**src/pkg/a20_gate_fast_reset_map.svh**
```systemverilog
// Purpose: offsets, field positions, reset values and timing counts
// Assumes: 250 MHz controller clock
// Notes: definitions only
`ifndef A20_GATE_FAST_RESET_MAP_SVH
`define A20_GATE_FAST_RESET_MAP_SVH

`define FW_ADDR_W 15
`define AUX_HOST_DATA_OUT_ADDR 15'h7FFA
`define FIRMWARE_GATE_CONTROL_ADDR 15'h7FFB
`define GATE_LATCH_SET_STROBE_ADDR 15'h7FFE
`define GATE_LATCH_CLEAR_STROBE_ADDR 15'h7FFF
`define FIRMWARE_GATE_CONTROL_RESET 8'h01
`define FAST_RESET_A20_PORT_ADDR 16'h0092
`define FAST_RESET_A20_PORT_RESET 8'h00
`define GATE_CMD_BYTE 8'hD1
`define GATE_TRAIL_CMD_BYTE 8'hFF
`define GATE_DATA_BIT 1
`define PORT_RESET_BIT 0
`define PORT_GATE_BIT 1
`define CLK_MHZ 250
`define RESET_DELAY_US 14
`define RESET_WIDTH_US 6
`define RESET_DELAY_CYCLES (`RESET_DELAY_US * `CLK_MHZ)
`define RESET_WIDTH_CYCLES (`RESET_WIDTH_US * `CLK_MHZ)
`define RESET_CNT_W 12

`endif

```
**src/pkg/a20_gate_fast_reset_pkg.sv**
```systemverilog
// Purpose: types for the gate and fast reset block
// Assumes: nothing
// Notes: gray-coded pulse states; gate state codes go 3 to 0, two bits at once
package a20_gate_fast_reset_pkg;
    typedef enum logic [1:0]
    {
        GATE_IDLE = 2'h0,
        GATE_WAIT_DATA = 2'h1,
        GATE_WAIT_TRAIL = 2'h3
    } gate_state_e;

    typedef enum logic [1:0]
    {
        PULSE_IDLE = 2'h0,
        PULSE_DELAY = 2'h1,
        PULSE_LOW = 2'h3,
        PULSE_DONE = 2'h2
    } pulse_state_e;
endpackage : a20_gate_fast_reset_pkg

```
**src/design/alt_reset_pulse_gen.sv**
```systemverilog
// Purpose: timed alternate host reset pulse
// Assumes: level request from the fast-reset port bit
// Notes: one pulse per rising edge of the request bit seen while idle
`timescale 1ns/1ns
`default_nettype none
`include "a20_gate_fast_reset_map.svh"

module alt_reset_pulse_gen
(
    input wire logic clk_in,
    input wire logic arst_n_in,
    input wire logic request_in,
    output logic pulse_n_out
);

    a20_gate_fast_reset_pkg::pulse_state_e state_reg;
    logic [`RESET_CNT_W-1:0] count_reg;
    logic request_d_reg;
    logic rise;

    assign rise = request_in & ~request_d_reg;

    always_ff @(posedge clk_in or negedge arst_n_in)
    begin
        if (!arst_n_in)
            request_d_reg <= 1'b0;
        else
            request_d_reg <= request_in;
    end

    ////////////////////////////////////////////////////////////////
    // a rise while busy is dropped, not queued
    always_ff @(posedge clk_in or negedge arst_n_in)
    begin
        if (!arst_n_in)
        begin
            state_reg <= a20_gate_fast_reset_pkg::PULSE_IDLE;
            count_reg <= '0;
        end
        else
        begin
            case (state_reg)
                a20_gate_fast_reset_pkg::PULSE_IDLE:
                    if (rise)
                    begin
                        state_reg <= a20_gate_fast_reset_pkg::PULSE_DELAY;
                        count_reg <= `RESET_CNT_W'(`RESET_DELAY_CYCLES - 1);
                    end
                a20_gate_fast_reset_pkg::PULSE_DELAY:
                    if (count_reg == '0)
                    begin
                        state_reg <= a20_gate_fast_reset_pkg::PULSE_LOW;
                        count_reg <= `RESET_CNT_W'(`RESET_WIDTH_CYCLES - 1);
                    end
                    else
                        count_reg <= count_reg - 1'b1;
                a20_gate_fast_reset_pkg::PULSE_LOW:
                    if (count_reg == '0)
                        state_reg <= a20_gate_fast_reset_pkg::PULSE_DONE;
                    else
                        count_reg <= count_reg - 1'b1;
                a20_gate_fast_reset_pkg::PULSE_DONE:
                    state_reg <= a20_gate_fast_reset_pkg::PULSE_IDLE;
                default:
                    state_reg <= a20_gate_fast_reset_pkg::PULSE_IDLE;
            endcase
        end
    end

    assign pulse_n_out = (state_reg != a20_gate_fast_reset_pkg::PULSE_LOW);

endmodule : alt_reset_pulse_gen
`default_nettype wire

```
**src/design/a20_gate_fast_reset.sv**
```systemverilog
// Purpose: address-line-20 gate and fast host reset logic
// Assumes: host and firmware strobes are one-cycle, synchronous
// Notes: keyboard flag machinery lives elsewhere; this block only
//        suppresses or requests input-full setting and holds the command/data flag
`timescale 1ns/1ns
`default_nettype none
`include "a20_gate_fast_reset_map.svh"

module a20_gate_fast_reset
(
    input wire logic REF_CLK_IN,
    input wire logic ARST_N_IN,
    input wire logic SECONDARY_POR_N_IN,
    input wire logic SYSTEM_RESET_IN,
    // host keyboard interface write
    input wire logic KBD_HOST_WR_IN,
    input wire logic CMD_DATA_SELECT_ADDR_IN,
    input wire logic [7:0] KBD_HOST_DATA_IN,
    // host ISA port access
    input wire logic [15:0] ISA_ADDR_IN,
    input wire logic ISA_WR_IN,
    input wire logic ISA_RD_IN,
    input wire logic [7:0] ISA_WDATA_IN,
    output logic [7:0] ISA_RDATA_OUT,
    output logic ISA_RDATA_OE_N_OUT,
    input wire logic PORT_ENABLE_IN,
    // firmware bus
    input wire logic [`FW_ADDR_W-1:0] FW_ADDR_IN,
    input wire logic FW_WR_IN,
    input wire logic FW_RD_IN,
    input wire logic [7:0] FW_WDATA_IN,
    output logic [7:0] FW_RDATA_OUT,
    output logic FW_RDATA_VALID_OUT,
    input wire logic FIRMWARE_ASSIST_ENABLE_IN,
    // pin, resets and keyboard flags
    input wire logic MISC_PIN_SELECT_IN,
    input wire logic GPIO_OUT_VALUE_IN,
    input wire logic KBC_RESET_PULSE_N_IN,
    output logic GATE_GPIO_PIN_OUT,
    output logic ADDR_LINE_MASK_GATE_OUT,
    output logic HOST_CPU_RESET_OUT,
    output logic CMD_DATA_FLAG_OUT,
    output logic INPUT_FULL_SET_OUT,
    output logic KBD_OUT_FULL_SUPPRESS_OUT
);

    a20_gate_fast_reset_pkg::gate_state_e gate_state_reg;
    a20_gate_fast_reset_pkg::gate_state_e gate_state_next;
    logic host_latch_reg;
    logic host_latch_next;
    logic fw_gate_reg;
    logic cmd_data_flag_reg;
    logic [1:0] port_bits_reg;
    logic alt_reset_pulse_n;
    logic kbc_gate;
    logic alt_gate_signal;
    logic gate;
    logic is_gate_cmd;
    logic is_trail_cmd;
    logic port_hit;
    logic ibf_set;
    logic hide;
    logic fw_wr_ctrl;
    logic fw_wr_set;
    logic fw_wr_clr;

    function automatic logic fw_hit(input logic [`FW_ADDR_W-1:0] addr, input logic [`FW_ADDR_W-1:0] target);
        fw_hit = (addr == target);
    endfunction : fw_hit

    ////////////////////////////////////////////////////////////////
    // decode
    assign is_gate_cmd = KBD_HOST_WR_IN & CMD_DATA_SELECT_ADDR_IN & (KBD_HOST_DATA_IN == `GATE_CMD_BYTE);
    assign is_trail_cmd = KBD_HOST_WR_IN & CMD_DATA_SELECT_ADDR_IN & (KBD_HOST_DATA_IN == `GATE_TRAIL_CMD_BYTE);
    assign port_hit = PORT_ENABLE_IN & (ISA_ADDR_IN == `FAST_RESET_A20_PORT_ADDR);
    assign fw_wr_ctrl = FW_WR_IN & fw_hit(FW_ADDR_IN, `FIRMWARE_GATE_CONTROL_ADDR);
    assign fw_wr_set = FW_WR_IN & fw_hit(FW_ADDR_IN, `GATE_LATCH_SET_STROBE_ADDR);
    assign fw_wr_clr = FW_WR_IN & fw_hit(FW_ADDR_IN, `GATE_LATCH_CLEAR_STROBE_ADDR);

    ////////////////////////////////////////////////////////////////
    // gate sequence decoder
    always_comb
    begin
        gate_state_next = gate_state_reg;
        host_latch_next = host_latch_reg;
        ibf_set = 1'b0;
        hide = 1'b0;
        if (fw_wr_set)
            host_latch_next = 1'b1;
        else if (fw_wr_clr)
            host_latch_next = 1'b0;
        if (KBD_HOST_WR_IN)
        begin
            case (gate_state_reg)
                a20_gate_fast_reset_pkg::GATE_IDLE:
                    if (is_gate_cmd)
                    begin
                        hide = 1'b1;
                        gate_state_next = a20_gate_fast_reset_pkg::GATE_WAIT_DATA;
                    end
                    else
                        ibf_set = 1'b1;
                a20_gate_fast_reset_pkg::GATE_WAIT_DATA:
                    if (is_gate_cmd)
                        hide = 1'b1;
                    else if (!CMD_DATA_SELECT_ADDR_IN)
                    begin
                        hide = 1'b1;
                        host_latch_next = KBD_HOST_DATA_IN[`GATE_DATA_BIT];
                        gate_state_next = a20_gate_fast_reset_pkg::GATE_WAIT_TRAIL;
                    end
                    else
                    begin
                        ibf_set = 1'b1;
                        gate_state_next = a20_gate_fast_reset_pkg::GATE_IDLE;
                    end
                a20_gate_fast_reset_pkg::GATE_WAIT_TRAIL:
                    if (is_trail_cmd)
                    begin
                        hide = 1'b1;
                        gate_state_next = a20_gate_fast_reset_pkg::GATE_IDLE;
                    end
                    else if (is_gate_cmd)
                    begin
                        hide = 1'b1;
                        gate_state_next = a20_gate_fast_reset_pkg::GATE_WAIT_DATA;
                    end
                    else
                    begin
                        // second data byte or foreign command goes to firmware
                        ibf_set = 1'b1;
                        gate_state_next = a20_gate_fast_reset_pkg::GATE_IDLE;
                    end
                default:
                    gate_state_next = a20_gate_fast_reset_pkg::GATE_IDLE;
            endcase
        end
    end

    always_ff @(posedge REF_CLK_IN or negedge ARST_N_IN)
    begin
        if (!ARST_N_IN)
            gate_state_reg <= a20_gate_fast_reset_pkg::GATE_IDLE;
        else
            gate_state_reg <= gate_state_next;
    end

    // host latch only moves on sequence or strobe
    always_ff @(posedge REF_CLK_IN or negedge ARST_N_IN)
    begin
        if (!ARST_N_IN)
            host_latch_reg <= 1'b1;
        else
            host_latch_reg <= host_latch_next;
    end

    always_ff @(posedge REF_CLK_IN or negedge ARST_N_IN)
    begin
        if (!ARST_N_IN)
            cmd_data_flag_reg <= 1'b0;
        else if (KBD_HOST_WR_IN)
            cmd_data_flag_reg <= CMD_DATA_SELECT_ADDR_IN;
    end

    ////////////////////////////////////////////////////////////////
    // firmware gate control register
    always_ff @(posedge REF_CLK_IN or negedge ARST_N_IN)
    begin
        if (!ARST_N_IN)
            fw_gate_reg <= 1'(`FIRMWARE_GATE_CONTROL_RESET);
        else if (fw_wr_ctrl)
            fw_gate_reg <= FW_WDATA_IN[0];
    end

    assign kbc_gate = FIRMWARE_ASSIST_ENABLE_IN ? fw_gate_reg : host_latch_reg;

    always_ff @(posedge REF_CLK_IN or negedge ARST_N_IN)
    begin
        if (!ARST_N_IN)
        begin
            FW_RDATA_OUT <= 8'h00;
            FW_RDATA_VALID_OUT <= 1'b0;
        end
        else
        begin
            FW_RDATA_VALID_OUT <= FW_RD_IN;
            if (FW_RD_IN && fw_hit(FW_ADDR_IN, `FIRMWARE_GATE_CONTROL_ADDR))
                FW_RDATA_OUT <= {7'h00, kbc_gate};
            else
                FW_RDATA_OUT <= 8'h00;
        end
    end

    ////////////////////////////////////////////////////////////////
    // fast-reset port
    always_ff @(posedge REF_CLK_IN or negedge ARST_N_IN)
    begin
        if (!ARST_N_IN)
            port_bits_reg <= 2'(`FAST_RESET_A20_PORT_RESET);
        else if (SYSTEM_RESET_IN || !SECONDARY_POR_N_IN)
            port_bits_reg <= 2'(`FAST_RESET_A20_PORT_RESET);
        else if (ISA_WR_IN && port_hit)
            port_bits_reg <= ISA_WDATA_IN[1:0];
    end

    always_ff @(posedge REF_CLK_IN or negedge ARST_N_IN)
    begin
        if (!ARST_N_IN)
        begin
            ISA_RDATA_OUT <= `FAST_RESET_A20_PORT_RESET;
            ISA_RDATA_OE_N_OUT <= 1'b1;
        end
        else
        begin
            ISA_RDATA_OE_N_OUT <= ~(ISA_RD_IN & port_hit);
            ISA_RDATA_OUT <= {6'h00, port_bits_reg};
        end
    end

    alt_reset_pulse_gen u_pulse
    (
        .clk_in(REF_CLK_IN),
        .arst_n_in(ARST_N_IN),
        .request_in(port_bits_reg[`PORT_RESET_BIT]),
        .pulse_n_out(alt_reset_pulse_n)
    );

    ////////////////////////////////////////////////////////////////
    // outputs
    assign alt_gate_signal = port_bits_reg[`PORT_GATE_BIT];
    assign gate = alt_gate_signal | kbc_gate;
    assign ADDR_LINE_MASK_GATE_OUT = gate;
    assign GATE_GPIO_PIN_OUT = MISC_PIN_SELECT_IN ? gate : GPIO_OUT_VALUE_IN;
    assign HOST_CPU_RESET_OUT = ~(alt_reset_pulse_n & KBC_RESET_PULSE_N_IN);
    assign CMD_DATA_FLAG_OUT = cmd_data_flag_reg;
    assign INPUT_FULL_SET_OUT = ibf_set;
    assign KBD_OUT_FULL_SUPPRESS_OUT = hide;

endmodule : a20_gate_fast_reset
`default_nettype wire

```
**config.mk**
```make
export PLATFORM = sky130hd
export DESIGN_NAME = a20_gate_fast_reset
export DESIGN_NICKNAME = d
export VERILOG_FILES = /design/src/pkg/a20_gate_fast_reset_pkg.sv /design/src/design/alt_reset_pulse_gen.sv /design/src/design/a20_gate_fast_reset.sv
export VERILOG_INCLUDE_DIRS = /design/src /design/src/pkg
export SDC_FILE = /design/constraint.sdc
export NUM_CORES = 1
export LEC_CHECK = 0
export BUFFER_PORTS_ARGS = -buffer_cell sky130_fd_sc_hd__buf_2
export CORE_MARGIN = 3
export CORE_UTILIZATION = 44
export CTS_CLUSTER_DIAMETER = 30
export DETAILED_ROUTE_END_ITERATION = 10
export PLACE_DENSITY_LB_ADDON = 0.25
export RECOVER_POWER = 25
export SLEW_MARGIN = 15
export SYNTH_ARGS = -nofsm -noshare
export SYNTH_HDL_FRONTEND = slang
export SYNTH_SLANG_ARGS = --single-unit
```
**constraint.sdc**
```tcl
create_clock -name REF_CLK_IN -period 2.6 [get_ports REF_CLK_IN]
set_input_delay 0.26 -clock REF_CLK_IN [delete_from_list [all_inputs] [get_ports REF_CLK_IN]]
set_output_delay 0.26 -clock REF_CLK_IN [all_outputs]
set_load 0.03 [all_outputs]
```
==> reports/results.ini <==
[timing]
worstMarginPinSlew_ns=1.34
final_max_slew_viol_count=0
finalCriticalPeriod_ns=2.26
setup-violations-final=0
fin_crit_sh=0.868
fmax_mhz=443
rsz0062_at_grt=no
hold_viol=0
finalSetupTns_ns=0
finalClockSkew_ns=0.00811
maxSlewHeadroom=0.108

[placed_design]
gp_congestion=0.884
dpl.hpwl_um=2910
io_buffers=67

[final_layout]
ff_latch_area_um2=654
multi_input_area_um2=850
fin_nets=312
antenna_cells=0
drive_gt1_frac=0.356
n_fill_cell=319
syn2layout_area_growth_pct=22.5
largest_reg_flops=12
final_core_util=0.578

[clock_tree]
clkLatencyLatePin_ns=0.27
root_buffer=clkbuf_8
cts_tree=built
cts.sinks=26
clock_path_buffers=2
clk_pin_slew_ns=0.08
cts_buffers=3
htree_levels=1

[critical_path]
rr_startpoint=u_pulse.count_reg[0]
worstSetupPathType=reg2reg
cp.arrival_ns=2.42
critPathLaunchType=flop
critPathCapture=u_pulse.count_reg[5]
required_ns=2.77
crit_path_start=u_pulse.count_reg[0]
end_kind=flop
cp_max_fo=7
ff2ff_path_depth=6
rr_endpoint=u_pulse.count_reg[5]
reg2reg_slack_ns=0.34

[power]
powerDensity_nw_per_um2=398
power_leakage_nw=0.996
vdd_drop_max_v=0.000291
p_total_uw=797

[floorplan]
fp.dieW_um=67.0
core_um2=3470
rows=21
io_pins=94
start_util=0.472
fp.dieH_um=67.0
die-area_um2=4480

[route]
num_vias=1534
drt-initial-drc-count=86
drt-total-wl_um=3540
vias_per_cell=5.38
drc=0
wl_per_cell_um=12.4
ant_nets=0
drtPass1Iterations=4

[synth]
synth_edf_count=0
syn-instance-count=173
syn_area_um2=1640
async_flop_share=1.00
synth.yosys.seq_area_share=0.400
synth_ff_type=dfrtp_1
yosysWarnings=0
yosysUniqueCellTypes=46
syn_area_per_cell_um2=9.45
synth-seq-cells=26

[global_routing]
grt-ovfl-total=0
grt_pass1_vias=1418
grt_max_degree=27
antenna_found_initial=0
grtUsageTotal=0.170
grt_pass1_wl_um=5890

[hold_path]
worstHoldPathType=in2reg

[job]
drv_cap=0

[run_status]
status=finished, final reports clean

[synth_stat cells, types with 3 or more instances]
library cell | instances | share of area
a21boi_0 | 3 | 0.014
a21oi_1 | 9 | 0.028
a31oi_1 | 3 | 0.011
and4_1 | 3 | 0.016
buf_4 | 15 | 0.069
clkbuf_1 | 4 | 0.0092
dfrtp_1 | 23 | 0.35
dfstp_2 | 3 | 0.048
inv_1 | 10 | 0.023
mux2_2 | 3 | 0.021
mux2i_1 | 3 | 0.018
nand2_1 | 11 | 0.025
nand3_1 | 5 | 0.015
nand4_1 | 7 | 0.027
nor2_1 | 5 | 0.011
nor2b_1 | 4 | 0.015
nor3_1 | 5 | 0.015
nor4_1 | 7 | 0.027
nor4b_1 | 3 | 0.016
o21ai_0 | 6 | 0.018
o2bb2ai_1 | 5 | 0.027
o31ai_1 | 4 | 0.018
[worst max-delay path, stage by stage (launching register included)]
cell and delay [ns]:
dfrtp_1 0.39, inv_1 0.12, ha_1 0.15, or4b_1 0.59
or4_4 0.48, a22o_1 0.20, a22o_1 0.23
[worst min-delay path by stage]
stage              start                     to  slack, ns  cells after the start
2_1_floorplan  ARST_N_IN      CMD_DATA_FLAG_OUT      -0.04                      0
3_3_place_gp   ARST_N_IN   u_pulse.count_reg[4]       0.29                      1
3_5_place_dp   ARST_N_IN  u_pulse.count_reg[10]       0.29                      1
4_1_cts         FW_RD_IN     FW_RDATA_VALID_OUT       0.11                      1
5_1_grt         FW_RD_IN     FW_RDATA_VALID_OUT       0.11                      1
6_report        FW_RD_IN     FW_RDATA_VALID_OUT       0.12                      1
[cells by family (layout without fill, tap and decap cells)]
| group | count (synthesis) | in the layout | share of synthesized area |
|---|---|---|---|
| other | 1 | 13 | 0.00229 |
| flip-flops | 26 | 26 | 0.400 |
| adder cells (fa/ha/maj) | 2 | 2 | 0.0153 |
| XOR/XNOR | 2 | 2 | 0.0107 |
| buffers and inverters | 30 | 84 | 0.108 |
| AO/OA/AOI/OAI | 40 | 40 | 0.181 |
| multiplexers | 6 | 6 | 0.0390 |
| AND/OR/NAND/NOR | 66 | 66 | 0.243 |
[power breakdown]
group | internal, mW | total (mW) | switching [mW]
logic | 0.0573 | 0.146 | 0.0883
registers | 0.418 | 0.425 | 0.00717
clock network | 0.110 | 0.226 | 0.117
[final cells by class]
| class | instances | share of cell area |
|---|---|---|
| multi-input cells | 129 | 0.424 |
| flip-flops and latches | 26 | 0.327 |
| repair buffers | 70 | 0.179 |
| well taps | 46 | 0.0287 |
| clock buffers | 4 | 0.0225 |
| inverters | 10 | 0.0187 |
[layer usage]
metal  part of all wire  global-route usage  vias up
met5                  0                   0        -
met4             0.0085              0.0430        0
met1               0.42               0.210      706
li1                   -                   -      757
met3              0.078              0.0405        4
met2               0.49               0.295       67
[cell usage in the layout (no fill, tap or decap), types with 2 or more instances in the layout]
cell	instances
buf_2	66
o2bb2ai_1	5
ha_1	2
o21ai_0	6
and4_1	3
clkbuf_1	2
dfrtp_1	23
nor3_1	5
nor2_1	5
dfstp_2	3
inv_1	10
a21boi_0	3
mux2_2	3
or3_1	2
conb_1	13
or4_4	2
nor3b_1	2
buf_4	2
a21oi_1	9
nand2_1	11
or4_1	2
a31oi_1	3
o31ai_1	4
mux2i_1	3
a22o_1	2
nand3_1	5
a22oi_1	2
nor4_1	7
nor4b_1	3
nand2b_1	2
nor2b_1	4
nand4_1	7
clkbuf_8	3
[repair_timing]
item | 4_1_cts | 5_1_grt
setup buffers | 0 | 0
hold endpoints to repair | 23 | 0
hold buffers | 1 | 0
gates resized for setup | 0 | 0
[metrics by stage]
stage	area [µm²]	cells	hold slack, ns	worst slack, ns
4_1_cts	2000	285	0.113	0.340
5_1_grt	2000	285	0.105	0.110
3_5_place_dp	1950	280	0.288	0.343
2_1_floorplan	1680	185	-0.0356	0.444
6_report	2000	285	0.121	0.342
3_3_place_gp	1950	280	0.294	0.371
(Power assumes the default switching activity.)
